`config.mk`:
```
export PLATFORM = sky130hd
export DESIGN_NAME = lcdrl_core
export DESIGN_NICKNAME = d
export VERILOG_FILES = /design/src/logic/lcdrl_pkg.sv /design/src/logic/lcdrl_col.sv /design/src/logic/lcdrl_core.sv
export SDC_FILE = /design/constraint.sdc
export NUM_CORES = 1
export LEC_CHECK = 0
export ABC_AREA = 1
export BUFFER_PORTS_ARGS = -buffer_cell sky130_fd_sc_hd__buf_2
export CELL_PAD_IN_SITES_DETAIL_PLACEMENT = 1
export CELL_PAD_IN_SITES_GLOBAL_PLACEMENT = 2
export CORE_ASPECT_RATIO = 0.75
export CORE_MARGIN = 2
export CORE_UTILIZATION = 37
export DETAILED_ROUTE_END_ITERATION = 8
export GPL_ROUTABILITY_DRIVEN = 0
export HOLD_SLACK_MARGIN = 0.15
export PLACE_DENSITY_LB_ADDON = 0.1
export SETUP_SLACK_MARGIN = 0.05
export SLEW_MARGIN = 15
export SYNTH_ARGS = -nofsm -noshare
export SYNTH_HDL_FRONTEND = slang
export SYNTH_SLANG_ARGS = --single-unit
```
`constraint.sdc`:
```
create_clock -name hclk -period 3.7 [get_ports hclk]
set_clock_uncertainty 0.2 [all_clocks]
set_input_delay 0.555 -clock hclk [delete_from_list [all_inputs] [get_ports hclk]]
set_output_delay 0.555 -clock hclk [all_outputs]
set_load 0.005 [all_outputs]
```
`src/logic/lcdrl_pkg.sv`:
```
`default_nettype none
package lcdrl_pkg;

  // ****************************************
  // Geometry and timing
  // ****************************************
  localparam int unsigned NUM_COL   = 40;
  localparam int unsigned NUM_ROW   = 4;
  localparam int unsigned BYTE_BITS = 8;
  localparam int unsigned FRAME_DIV = 24;
  localparam int unsigned OSC_DIV   = 4;

  // ****************************************
  // Register offsets (byte addresses)
  // ****************************************
  localparam logic [7:0] OFS_MODE = 8'h00;
  localparam logic [7:0] OFS_PTR  = 8'h04;
  localparam logic [7:0] OFS_SUB  = 8'h08;
  localparam logic [7:0] OFS_DATA = 8'h0c;
  localparam logic [7:0] OFS_STAT = 8'h10;

  // ****************************************
  // Status fields
  // ****************************************
  localparam int unsigned ST_BUSY = 0;
  localparam int unsigned ST_ACK  = 1;
  localparam int unsigned ST_ROW  = 4;
  localparam int unsigned ST_OSC  = 8;

  // ****************************************
  // Reset values
  // ****************************************
  localparam logic [5:0] PTR_RESET = 6'h00;
  localparam logic [2:0] SUB_RESET = 3'h0;

  // ****************************************
  // Types
  // ****************************************
  typedef enum logic [1:0] {
    MODE_MUX4   = 2'b00,
    MODE_STATIC = 2'b01,
    MODE_MUX2   = 2'b10,
    MODE_MUX3   = 2'b11
  } lcdrl_mode_t;

  typedef enum logic {
    LD_IDLE = 1'b0,
    LD_RUN  = 1'b1
  } lcdrl_ld_t;

endpackage
`default_nettype wire

```
`src/logic/lcdrl_col.sv`:
```
`timescale 1ns/1ns
`default_nettype none
module lcdrl_col #(
  parameter int unsigned NROW = 4
) (
  // Clock and reset
  input  wire logic            hclk,
  input  wire logic            hresetn,
  input  wire logic            ce,
  // Write side
  input  wire logic            we,
  input  wire logic [1:0]      wr_row,
  input  wire logic            wr_bit,
  // Display side
  input  wire logic            load,
  input  wire logic [1:0]      rd_row,
  output logic                 seg,
  output logic [NROW-1:0]      bits
);

  logic [NROW-1:0] bits_reg;
  logic            seg_reg;

  // Row index is two bits wide
  if (NROW < 1 || NROW > 4) begin : g_bad
    $error("lcdrl_col: unsupported row count");
  end

  // ****************************************
  // One RAM column and its display latch
  // ****************************************
  always_ff @(posedge hclk or negedge hresetn) begin
    if (!hresetn) begin
      bits_reg <= '0;
      seg_reg  <= 1'b0;
    end else if (ce) begin
      if (we) begin
        bits_reg[wr_row] <= wr_bit;
      end
      // Latch holds one row for the whole phase, RAM may change meanwhile
      if (load) begin
        seg_reg <= bits_reg[rd_row];
      end
    end
  end

  assign seg  = seg_reg;
  assign bits = bits_reg;

endmodule
`default_nettype wire

```
`src/logic/lcdrl_core.sv`:
```
// Operation
// - Internal oscillator drives cascade clock pin out
// - Select high: cascade clock pin is input
// - Frame pulse every twenty-four cascade clock periods
// - Shared sync pin aligns cascaded drivers
// - Display latch holds row data per phase
// - Forty segments from latch and phase
// - Backplanes duplicate each other by mode
// - Display RAM is forty four-bit columns
// - Stored one means element on
// - Rows zero to three follow backplanes
// - Static: eight bits into row zero
// - Mux 1:2: bit pairs, four addresses
// - Mux 1:3: triples, last spare untouched
// - Mux 1:4: quadruples, two addresses
// - Bytes start at loaded pointer address
// - Pointer advances eight, four, three, two
// - Store only when subaddress counter matches pins
// - Mismatch suppresses store, pointer still advances
// - Pointer overflow increments subaddress counter
// - Reset clears pointer, counter; mode 1:4
// - Bits past last address wrap to address zero under the next subaddress
// - Row selector range depends on mode
`timescale 1ns/1ns
`default_nettype none
module lcdrl_core #(
  parameter int unsigned NUM_COL   = lcdrl_pkg::NUM_COL,
  parameter int unsigned OSC_DIV   = lcdrl_pkg::OSC_DIV,
  parameter int unsigned FRAME_DIV = lcdrl_pkg::FRAME_DIV
) (
  // Clock, reset, enable
  input  wire logic                hclk,
  input  wire logic                hresetn,
  input  wire logic                ce,
  // AHB-Lite slave
  input  wire logic                hsel,
  input  wire logic [31:0]         haddr,
  input  wire logic [1:0]          htrans,
  input  wire logic                hwrite,
  input  wire logic [2:0]          hsize,
  input  wire logic [31:0]         hwdata,
  input  wire logic                hready,
  output logic                     hreadyout,
  output logic                     hresp,
  output logic [31:0]              hrdata,
  // Straps
  input  wire logic                osc_source_select,
  input  wire logic [2:0]          hw_subaddress_pins,
  // Cascade clock pin
  input  wire logic                cclk_in,
  output logic                     cclk_out,
  output logic                     cclk_oe,
  // Cascade sync pin, open drain
  input  wire logic                sync_in,
  output logic                     sync_out,
  output logic                     sync_oe,
  // LCD drive
  output logic [NUM_COL-1:0]       segment_outputs,
  output logic [3:0]               backplane_outputs,
  output logic                     frame_out
);

  // ****************************************
  // Elaboration checks
  // ****************************************
  // Pointer is six bits, divider counters eight
  if (NUM_COL < 8 || NUM_COL > 63 || OSC_DIV < 1 || OSC_DIV > 256
      || FRAME_DIV < 2 || FRAME_DIV > 256) begin : g_bad
    $error("lcdrl_core: unsupported parameter value");
  end

  // ****************************************
  // Declarations
  // ****************************************
  localparam logic [5:0] PTR_LAST = 6'(NUM_COL - 1);
  localparam logic [5:0] PTR_LIM  = 6'(NUM_COL);
  localparam logic [7:0] OSC_LAST = 8'(OSC_DIV - 1);
  localparam logic [7:0] FR_LAST  = 8'(FRAME_DIV - 1);
  localparam logic [2:0] BIT_LAST = 3'(lcdrl_pkg::BYTE_BITS - 1);

  logic                  ph_valid_reg;
  logic                  ph_wr_reg;
  logic [7:0]            ph_addr_reg;
  logic                  rd_wait_reg;
  logic [31:0]           hrdata_reg;

  lcdrl_pkg::lcdrl_mode_t mode_reg;
  lcdrl_pkg::lcdrl_ld_t   ld_reg;
  logic [5:0]            ptr_reg;
  logic [2:0]            sub_reg;
  logic [1:0]            wrow_reg;
  logic [2:0]            bcnt_reg;
  logic [7:0]            shift_reg;
  logic                  ack_acc_reg;
  logic                  last_ack_reg;

  logic [7:0]            osc_cnt_reg;
  logic                  osc_reg;
  logic                  cclk_s_reg;
  logic [7:0]            fr_cnt_reg;
  logic [1:0]            row_reg;
  logic                  frame_reg;
  logic                  sync_oe_reg;
  logic                  load_reg;
  logic [3:0]            bp_reg;
  lcdrl_pkg::lcdrl_mode_t dmode_reg;

  logic [NUM_COL*4-1:0]  col_bits;

  // ****************************************
  // Bus decode
  // ****************************************
  wire take      = hsel & hready & htrans[1];
  wire ld_busy   = (ld_reg == lcdrl_pkg::LD_RUN);
  wire rd_first  = ph_valid_reg & ~ph_wr_reg & ~rd_wait_reg;
  wire wr_stall  = ph_valid_reg & ph_wr_reg & ld_busy;
  wire wr_fire   = ph_valid_reg & ph_wr_reg & ~ld_busy & ce;
  wire sel_mode  = (ph_addr_reg == lcdrl_pkg::OFS_MODE);
  wire sel_ptr   = (ph_addr_reg == lcdrl_pkg::OFS_PTR);
  wire sel_sub   = (ph_addr_reg == lcdrl_pkg::OFS_SUB);
  wire sel_data  = (ph_addr_reg == lcdrl_pkg::OFS_DATA);
  wire sel_stat  = (ph_addr_reg == lcdrl_pkg::OFS_STAT);

  // A stopped enable must not let a write complete unseen
  assign hreadyout = ~(ph_valid_reg & (~ce | rd_first | wr_stall));
  assign hresp     = 1'b0;
  assign hrdata    = hrdata_reg;

  wire [31:0] stat_word = (32'(ld_busy) << lcdrl_pkg::ST_BUSY)
                        | (32'(last_ack_reg) << lcdrl_pkg::ST_ACK)
                        | (32'(row_reg) << lcdrl_pkg::ST_ROW)
                        | (32'(osc_source_select) << lcdrl_pkg::ST_OSC);

  wire [31:0] rd_mux = sel_mode ? {30'h0, mode_reg}
                     : sel_ptr  ? {26'h0, ptr_reg}
                     : sel_sub  ? {29'h0, sub_reg}
                     : sel_stat ? stat_word
                     : 32'h0;

  // ****************************************
  // Bus phase tracking
  // ****************************************
  always_ff @(posedge hclk or negedge hresetn) begin
    if (!hresetn) begin
      ph_valid_reg <= 1'b0;
      ph_wr_reg    <= 1'b0;
      ph_addr_reg  <= 8'h00;
      rd_wait_reg  <= 1'b0;
      hrdata_reg   <= 32'h0;
    end else if (ce) begin
      if (take) begin
        ph_valid_reg <= 1'b1;
        ph_wr_reg    <= hwrite;
        ph_addr_reg  <= haddr[7:0];
      end else if (hreadyout) begin
        ph_valid_reg <= 1'b0;
      end
      rd_wait_reg <= rd_first;
      if (rd_first) begin
        hrdata_reg <= rd_mux;
      end
    end
  end

  // ****************************************
  // Byte loader
  // ****************************************
  wire [1:0] grp_last = (mode_reg == lcdrl_pkg::MODE_STATIC) ? 2'h0
                      : (mode_reg == lcdrl_pkg::MODE_MUX2)   ? 2'h1
                      : (mode_reg == lcdrl_pkg::MODE_MUX3)   ? 2'h2
                      : 2'h3;
  wire       last_bit = (bcnt_reg == BIT_LAST);
  wire       match    = (sub_reg == hw_subaddress_pins);
  wire       store    = ld_busy & match;
  // A partly filled 1:3 address still counts as used
  wire       adv      = ld_busy & ((wrow_reg == grp_last) | last_bit);
  wire       ptr_wrap = (ptr_reg == PTR_LAST);
  wire       start    = wr_fire & sel_data;

  always_ff @(posedge hclk or negedge hresetn) begin
    if (!hresetn) begin
      ld_reg       <= lcdrl_pkg::LD_IDLE;
      mode_reg     <= lcdrl_pkg::MODE_MUX4;
      ptr_reg      <= lcdrl_pkg::PTR_RESET;
      sub_reg      <= lcdrl_pkg::SUB_RESET;
      wrow_reg     <= 2'h0;
      bcnt_reg     <= 3'h0;
      shift_reg    <= 8'h00;
      ack_acc_reg  <= 1'b0;
      last_ack_reg <= 1'b0;
    end else if (ce) begin
      if (wr_fire & sel_mode) begin
        mode_reg <= lcdrl_pkg::lcdrl_mode_t'(hwdata[1:0]);
      end
      if (wr_fire & sel_ptr & (hwdata[5:0] < PTR_LIM) & (hwdata[31:6] == 26'h0)) begin
        ptr_reg <= hwdata[5:0];
      end
      if (wr_fire & sel_sub) begin
        sub_reg <= hwdata[2:0];
      end
      unique case (ld_reg)
        lcdrl_pkg::LD_IDLE: begin
          if (start) begin
            ld_reg      <= lcdrl_pkg::LD_RUN;
            shift_reg   <= hwdata[7:0];
            bcnt_reg    <= 3'h0;
            wrow_reg    <= 2'h0;
            ack_acc_reg <= 1'b0;
          end
        end
        lcdrl_pkg::LD_RUN: begin
          shift_reg   <= {shift_reg[6:0], 1'b0};
          bcnt_reg    <= bcnt_reg + 3'h1;
          ack_acc_reg <= ack_acc_reg | match;
          wrow_reg    <= adv ? 2'h0 : wrow_reg + 2'h1;
          if (adv) begin
            ptr_reg <= ptr_wrap ? 6'h00 : ptr_reg + 6'h01;
            if (ptr_wrap) begin
              sub_reg <= sub_reg + 3'h1;
            end
          end
          if (last_bit) begin
            ld_reg       <= lcdrl_pkg::LD_IDLE;
            last_ack_reg <= ack_acc_reg | match;
          end
        end
      endcase
    end
  end

  // ****************************************
  // Clock source and frame timing
  // ****************************************
  wire osc_wrap = (osc_cnt_reg == OSC_LAST);
  wire tick_int = osc_wrap & ~osc_reg;
  wire tick_ext = cclk_in & ~cclk_s_reg;
  wire tick     = osc_source_select ? tick_ext : tick_int;
  wire fr_wrap  = tick & (fr_cnt_reg == FR_LAST);
  // Our own pull must not restart us
  wire resync   = ~sync_in & ~sync_oe_reg;
  wire [1:0] disp_last = (dmode_reg == lcdrl_pkg::MODE_STATIC) ? 2'h0
                       : (dmode_reg == lcdrl_pkg::MODE_MUX2)   ? 2'h1
                       : (dmode_reg == lcdrl_pkg::MODE_MUX3)   ? 2'h2
                       : 2'h3;
  wire row_end  = (row_reg == disp_last);
  // Mode swap waits for a row step and restarts at row 0, never a dark backplane
  wire row_zero = row_end | (dmode_reg != mode_reg);

  assign cclk_out = osc_reg;
  assign cclk_oe  = ~osc_source_select;
  assign sync_out = 1'b0;
  assign sync_oe  = sync_oe_reg;
  assign frame_out = frame_reg;

  always_ff @(posedge hclk or negedge hresetn) begin
    if (!hresetn) begin
      osc_cnt_reg <= 8'h00;
      osc_reg     <= 1'b0;
      cclk_s_reg  <= 1'b0;
    end else if (ce) begin
      osc_cnt_reg <= osc_wrap ? 8'h00 : osc_cnt_reg + 8'h01;
      if (osc_wrap) begin
        osc_reg <= ~osc_reg;
      end
      cclk_s_reg <= cclk_in;
    end
  end

  always_ff @(posedge hclk or negedge hresetn) begin
    if (!hresetn) begin
      fr_cnt_reg  <= 8'h00;
      row_reg     <= 2'h0;
      frame_reg   <= 1'b0;
      sync_oe_reg <= 1'b0;
      load_reg    <= 1'b0;
      dmode_reg   <= lcdrl_pkg::MODE_MUX4;
    end else if (ce) begin
      frame_reg   <= fr_wrap;
      load_reg    <= fr_wrap | resync;
      sync_oe_reg <= fr_wrap & row_zero;
      if (resync) begin
        fr_cnt_reg <= 8'h00;
        row_reg    <= 2'h0;
        dmode_reg  <= mode_reg;
      end else if (tick) begin
        fr_cnt_reg <= fr_wrap ? 8'h00 : fr_cnt_reg + 8'h01;
        if (fr_wrap) begin
          row_reg   <= row_zero ? 2'h0 : row_reg + 2'h1;
          dmode_reg <= mode_reg;
        end
      end
    end
  end

  // ****************************************
  // Backplane outputs
  // ****************************************
  wire [3:0] bp_hot = 4'h1 << row_reg;
  wire [3:0] bp_next = (dmode_reg == lcdrl_pkg::MODE_STATIC) ? 4'hf
                     : (dmode_reg == lcdrl_pkg::MODE_MUX2) ? {bp_hot[1:0], bp_hot[1:0]}
                     : (dmode_reg == lcdrl_pkg::MODE_MUX3) ? {bp_hot[1], bp_hot[2:0]}
                     : bp_hot;

  always_ff @(posedge hclk or negedge hresetn) begin
    if (!hresetn) begin
      bp_reg <= 4'h0;
    end else if (ce) begin
      bp_reg <= bp_next;
    end
  end

  assign backplane_outputs = bp_reg;

  // ****************************************
  // Display RAM columns
  // ****************************************
  for (genvar c = 0; c < NUM_COL; c++) begin : g_col
    lcdrl_col #(
      .NROW   (lcdrl_pkg::NUM_ROW)
    ) u_col (
      .hclk   (hclk),
      .hresetn(hresetn),
      .ce     (ce),
      .we     (store & (ptr_reg == 6'(c))),
      .wr_row (wrow_reg),
      .wr_bit (shift_reg[7]),
      .load   (load_reg),
      .rd_row (row_reg),
      .seg    (segment_outputs[c]),
      .bits   (col_bits[c*4 +: 4])
    );
  end

endmodule
`default_nettype wire

```
==> impl_results.md, run 1 <==
* Unrepaired setup endpoints after global routing: false
* Critical path arrival at 2730 ps
* Pre-CTS WS at 1060 ps
* Avg Cell Area, Syn at 7.67 sq um
* Routed Antenna Nets at 0
* Sw frac at 33.7%
* Clk slew on worst S/H paths at 60 ps
* Largest register FFs at 160
* Setup bufs post-CTS at 0
* MaxCap Viol Count at 0
* Initial antenna violation count at 0
* Simple-gate area share of the yosys netlist at 29.3%
* Comb pwr share at 21.6%
* Final wirelength at 45300 microns
* Post-synth cell types at 32
* Area post-placement at 15000 sq um
* CTS sink cnt at 274
* Reg2Reg Setup Slack at 1210 ps
* Ant. Diodes at 0
* Largest family of logic cells by synthesized area: simple AND/OR/NAND/NOR gates
* Num CTS Buffers at 31
* Total power at 8.50 mW
* Max-slew headroom at 46.4%
* Final Net Count at 2016
* Count of input and output buffers at 108
* Global router's overall resource usage at 22.9%
* Power per cell area at 522 nW/um^2
* Status: complete, no violations
* # rows at 62
* Drt via density at 5.23
* Internal power at 5.64 mW
* DR WL/cell at 18.5 microns
* Crit path buf inv count at 1
* Die W at 231 microns
* Worst setup SP type: flip-flop
* Period minus WS final at 2490 ps
* Worst path max stage delay at 520 ps
* Clock Latency Late Sink at 590 ps
* Final Hold Viols at 0
* Post-Syn Instances at 1871
* CP Class: reg -> reg
* 1st-iter DRT viols at 883
* Sequential cell area fraction in the yosys report at 47.8%
* DPL Wire Length at 28100 microns
* Static leakage at 7.49 nW
* Core area at 38200 sq um
* First-pass GRT wire length at 74500 microns
* Multiplexer share of the synthesized area at 0.139%
* Worst vdd ir at 0.000532 V
* Final Slew Violations at 0
* Post-synthesis compound-gate area fraction at 10.9%
* Sequential share of power at 40.3%
* Delay-heaviest family, CP: simple AND/OR/NAND/NOR gates
* Die area at 40400 sq um
* Setup slack after layout at 1210 ps
* DR vias at 12800
* Cell area after layout at 16300 sq um
* # setup viols final at 0
* Clock Tree Buf Depth at 3
* Drt drc at 0
* Worst Path Required at 3940 ps
* Vias in the first global route at 13300
* Clock power share at 38.1%
* Hold Crit Class: in -> reg
* Worst-path maximum fanout at 54
* Final period utilization at 67.2%
* Root Driver: clkbuf_16
* Adder-cell share of the synthesized area at 1.74%
* Synthesized flop and latch total at 274
* Synth Cell Area at 14400 sq um
* Pin count of the biggest net entering global routing at 96
* Synth-to-Final Area Change at 13.5%
* CP cell instances: xnor2_1, nand3_1, nor2_4, buf_4, nand4_1, nand2_1, o21ai_1
* GRT overflow at 0
* Share of cells above drive strength 1 at 11.4%
* Setup TNS at 0 ps
* Yosys Warn Count at 0
* Drt pass-1 iters at 5
* Measured slew at the worst slew-check pin at 804 ps
* H-tree lvl count at 1
* P_sw at 2.86 mW
* Critical Path Sink Type: flip-flop
* Fmax at 402 MHz
* IO Pins at 164
* Synth Area in XOR/XNOR at 1.22%
* Initial Util at 37.5%
* CTS tree: done
* Slowest cell on the critical path: buf_4
* Share of the core filled with cells at 42.6%
* Die height at 175 microns
[layout make-up]
cell class | count | area [sq um]
clock buffers | 45 | 918
clock inverters | 13 | 144
fillers | 4646 | 21900
inverters | 81 | 304
multi-input cells | 1362 | 6330
flip-flops and latches | 274 | 6860
well taps | 512 | 641
repair buffers | 165 | 1100
[cell usage in the layout (no fill, tap or decap), types with 3 or more instances in the layout]
cell and n:
a21oi_1 11, a31oi_1 47, buf_12 5, buf_2 106, buf_4 30, bufinv_16 3
clkbuf_1 5, clkbuf_16 31, clkbuf_8 9, clkinv_1 3, clkinv_2 9, conb_1 27
dfrtp_1 272, dlygate4sd3_1 23, ha_1 16, ha_2 4, inv_1 73, inv_2 5
nand2_1 454, nand3_1 104, nand4_1 112, nor2_1 301, nor2_2 13, nor3_1 6
o21ai_0 141, o21ai_1 90, o22ai_1 5, xnor2_1 6, xor2_1 14
[cell usage after synthesis, drive strengths merged]
| cell | instances | area share (%) |
|---|---|---|
| clkbuf | 80 | 2.1 |
| xnor2 | 6 | 0.37 |
| a31o | 1 | 0.061 |
| o22ai | 5 | 0.22 |
| a31oi | 47 | 2.0 |
| nor3b | 1 | 0.052 |
| nor2 | 315 | 8.5 |
| clkinv | 4 | 0.10 |
| xor2 | 14 | 0.85 |
| nor3 | 6 | 0.21 |
| o21ai | 231 | 8.1 |
| buf | 100 | 4.7 |
| a21oi | 11 | 0.38 |
| o31ai | 2 | 0.10 |
| mux2i | 2 | 0.14 |
| o22a | 1 | 0.061 |
| nand3 | 104 | 3.6 |
| dfrtp | 274 | 48 |
| nand4 | 112 | 4.9 |
| and2 | 1 | 0.044 |
| and3 | 1 | 0.044 |
| inv | 77 | 2.0 |
| ha | 20 | 1.7 |
| nand2 | 455 | 12 |
| conb | 1 | 0.026 |
[tightest hold or removal path: stages]
cell	delay [ps]
buf_2	110
inv_1	130
o21ai_0	110
[metal layers]
layer | up-vias | track usage [%] | share of wire (%)
met5 | - | 0 | 0
met4 | 0 | 3.79 | 1.5
met3 | 46 | 2.81 | 3.4
met2 | 203 | 36.6 | 45
met1 | 6387 | 33.7 | 50
li1 | 6179 | - | -
[logic make-up after synthesis]
| family | count (synthesis) |
|---|---|
| xor gates and xnor gates | 20 |
| adders and majority gates | 20 |
| muxes | 2 |
| DFF | 274 |
| AOI/OAI and AO/OA | 298 |
| and+or+nand+nor | 995 |
| buffers and inverters | 261 |
| other | 1 |
[repair_timing]
item	CTS	global route
hold buffers	23	0
hold endpoints to repair	108	0
setup endpoints to repair	0	0
gates resized for setup	0	0
[through the flow]
step           std cells  hold WS (ps)
2_1_floorplan       1897          59.4
3_3_place_gp        2371           248
3_5_place_dp        2371           255
4_1_cts             2452           156
5_1_grt             2452           194
6_report            2452           163
[path summary, 6_finish.rpt]
check,start,to,cells after the start
max reg2reg,sub_reg[0]$_DFFE_PN0P_,g_col[15].u_col.bits[3]$_DFFE_PN0P_,7
min,hwdata[0],mode_reg[0]$_DFFE_PN0P_,3
min in group asynchronous,hresetn,fr_cnt_reg[6]$_DFFE_PN0P_,2
max in group asynchronous,hresetn,ptr_reg[3]$_DFFE_PN0P_,3
max,sub_reg[0]$_DFFE_PN0P_,g_col[15].u_col.bits[3]$_DFFE_PN0P_,7
min reg2reg,g_col[19].u_col.bits[3]$_DFFE_PN0P_,g_col[19].u_col.bits[3]$_DFFE_PN0P_,2
[power groups by stage]
| stage | sequential [mW] | combinational [mW] | clock [mW] |
|---|---|---|---|
| after floorplan | 3.41 | 1.23 | 0 |
| after global routing | 3.46 | 2.05 | 3.45 |
| final | 3.42 | 1.84 | 3.24 |
| after CTS | 3.42 | 1.87 | 3.34 |
| after global placement | 3.47 | 1.80 | 0 |
| after detailed placement | 3.48 | 1.83 | 0 |
No activity file was read; power rests on OpenSTA's default activity.
==> run 2, diff against run 1 <==
--- a/config.mk
+++ b/config.mk
@@ -11,7 +11,7 @@
 export CELL_PAD_IN_SITES_GLOBAL_PLACEMENT = 2
 export CORE_ASPECT_RATIO = 0.75
 export CORE_MARGIN = 2
-export CORE_UTILIZATION = 37
+export CORE_UTILIZATION = 31
 export DETAILED_ROUTE_END_ITERATION = 8
 export GPL_ROUTABILITY_DRIVEN = 0
 export HOLD_SLACK_MARGIN = 0.15
==> constraint.sdc (replaced) <==
create_clock -name hclk -period 2 [get_ports hclk]
set_clock_uncertainty 0.2 [all_clocks]
set_input_delay 0.3 -clock hclk [delete_from_list [all_inputs] [get_ports hclk]]
set_output_delay 0.3 -clock hclk [all_outputs]
set_load 0.005 [all_outputs]
==> run 2 against run 1 <==
Net effect:
- the run now ends with setup timing left
- critical endpoint is now g_col[13].u_col.bits[1]$_DFFE_PN0P_
- global-route usage down 2.3 points
- clock power up 97%
- combinational power up 130%
- worst setup slack worse by 1200 ps
- first-iteration DRC count down 28%
- hold slack better by 5.0 ps
- sequential cell count unchanged
- utilization down 2.8 points
==> impl_results.md, run 2 (same netlist as run 1, synthesis figures left out) <==
* Status: finished, violations left
* Failing checks: setup timing
* Max-slew headroom at 65.7%
* Worst setup SP type: flip-flop
* Clock Tree Buf Depth at 3
* Total power at 16.9 mW
* Drt drc at 0
* CP cell instances: xnor2_2, nand3_2, nor2_4, buf_6, buf_12, clkbuf_16, nand4_1, nand2_1, o21ai_1
* Critical Path Sink Type: flip-flop
* Fmax at 497 MHz
* DR vias at 13300
* # setup viols final at 7
* Max layer used: met4
* CTS tree: done
* Global router's overall resource usage at 20.6%
* P_sw at 5.70 mW
* Share of the core filled with cells at 39.8%
* Drt via density at 5.03
* Area post-placement at 16100 sq um
* Final Slew Violations at 0
* Die W at 252 microns
* Pre-CTS WS at -114 ps
* Sequential share of power at 37.5%
* Initial antenna violation count at 0
* Initial Util at 31.3%
* Worst vdd ir at 0.000629 V
* Final period utilization at 101%
* Ant. Diodes at 0
* Vias in the first global route at 13800
* Final Net Count at 2136
* Most frequent cells in the layout: 404 x nand2_1, 286 x nor2_1, 269 x dfrtp_1
* H-tree lvl count at 2
* Internal power at 11.2 mW
* Core area at 45900 sq um
* Multi-input gate area at 6730 sq um
* IO Pins at 164
* Wire length on met1 at 24900 microns
* Final Hold Viols at 0
* Routed Antenna Nets at 0
* Static leakage at 8.43 nW
* Final hold slack at 168 ps
* Clk slew on worst S/H paths at 60 ps
* Slowest cell on the critical path: dfrtp_1
* Worst-path maximum fanout at 5
* Die area at 48100 sq um
* Fill cells at 5458
* Drt pass-1 iters at 5
* Clock Latency Late Sink at 530 ps
* Routed wl met3 at 1340 microns
* CP Class: reg -> reg
* Die height at 190 microns
* Clock power share at 37.8%
* Synth-to-Final Area Change at 27.3%
* Final wirelength at 49000 microns
* Num CTS Buffers at 34
* MaxCap Viol Count at 0
* Largest register FFs at 160
* Setup TNS at -42.8 ps
* # rows at 68
* Share of cells above drive strength 1 at 20.2%
* Sequential cell area at 6860 sq um
* Critical path arrival at 2230 ps
* Hold Crit Class: in -> reg
* Most common cell after layout, fill and taps aside: nand2_1
* Cell area after layout at 18300 sq um
* GRT overflow at 0
* DPL Wire Length at 30800 microns
* Period minus WS final at 2010 ps
* Post-Layout Cell Count at 2649
* Unrepaired setup endpoints after global routing: true
* Power per cell area at 925 nW/um^2
* 1st-iter DRT viols at 639
* Comb pwr share at 24.7%
* Root Driver: clkbuf_16
* First-pass GRT wire length at 78200 microns
* Met2 WL post-DR at 21900 microns
* Setup slack after layout at -12.4 ps
* Worst path max stage delay at 410 ps
* Sw frac at 33.7%
* CTS sink cnt at 274
* Worst Path Required at 2220 ps
* Number of cells after detailed placement at 2542
* Count of input and output buffers at 108
* DR WL/cell at 18.5 microns
* Measured slew at the worst slew-check pin at 514 ps
* Pin count of the biggest net entering global routing at 65
[run 2: changes by cell type in the layout (fill, tap and decap cells not counted), sizes merged]
| cell | before | now |
|---|---|---|
| buf | 142 | 247 |
| dlygate4sd3 | 23 | 33 |
| clkbuf | 45 | 52 |
| clkinv | 12 | 5 |
| bufinv | 3 | 2 |
[run 2: power by group through the flow]
| stage | sequential (mW) | clock (mW) | combinational, mW |
|---|---|---|---|
| global route | 6.40 | 6.76 | 4.59 |
| CTS | 6.34 | 6.58 | 4.06 |
| global placement | 6.41 | 0 | 3.90 |
| detailed placement | 6.43 | 0 | 3.94 |
| finish | 6.34 | 6.39 | 4.18 |
| floorplan | 6.31 | 0 | 2.28 |
[run 2: path summary, 6_finish.rpt]
kind                                                     start                                  end  slack, ps  cells after the start
max in group asynchronous                              hresetn             shift_reg[7]$_DFFE_PN0P_        390                      4
max                                     sub_reg[1]$_DFFE_PN0P_  g_col[13].u_col.bits[1]$_DFFE_PN0P_        -10                      9
max reg2reg                             sub_reg[1]$_DFFE_PN0P_  g_col[13].u_col.bits[1]$_DFFE_PN0P_        -10                      9
min reg2reg                g_col[24].u_col.bits[3]$_DFFE_PN0P_  g_col[24].u_col.bits[3]$_DFFE_PN0P_        260                      2
min                                                         ce             dmode_reg[1]$_DFFE_PN0P_        170                      4
min in group asynchronous                              hresetn       g_col[2].u_col.seg$_DFFE_PN0P_        570                      3
[run 2: area by class of cell]
type                            instances  area share (%)
Multi-Input combinational cell       1362            36.8
Clock buffer                           50            5.71
Tap cell                              595            4.08
Timing Repair Buffer                  282            13.7
Sequential cell                       274            37.6
Clock inverter                          5           0.432
Inverter                               81            1.66
[run 2: worst max-delay path: cells and delay by family (launching register included)]
kind / cells / cell delay, ps
AND/OR/NAND/NOR: 4 / 570
buffers and inverters: 3 / 460
flip-flops: 1 / 410
XOR/XNOR: 1 / 210
AO/OA/AOI/OAI: 1 / 60
[run 2: routing by layer]
metal | vias up | track usage, %
met3 | 54 | 2.29
li1 | 6449 | -
met5 | - | 0
met1 | 6648 | 29.9
met2 | 174 | 32.9
met4 | 0 | 4.23
[run 2: timing repair]
action                     CTS  global route
cloned                       0             4
hold endpoints to repair   320             2
setup buffers                6             9
pin swaps                    8            38
setup endpoints to repair  151           184
resized for setup           25           136
hold buffers                33             1
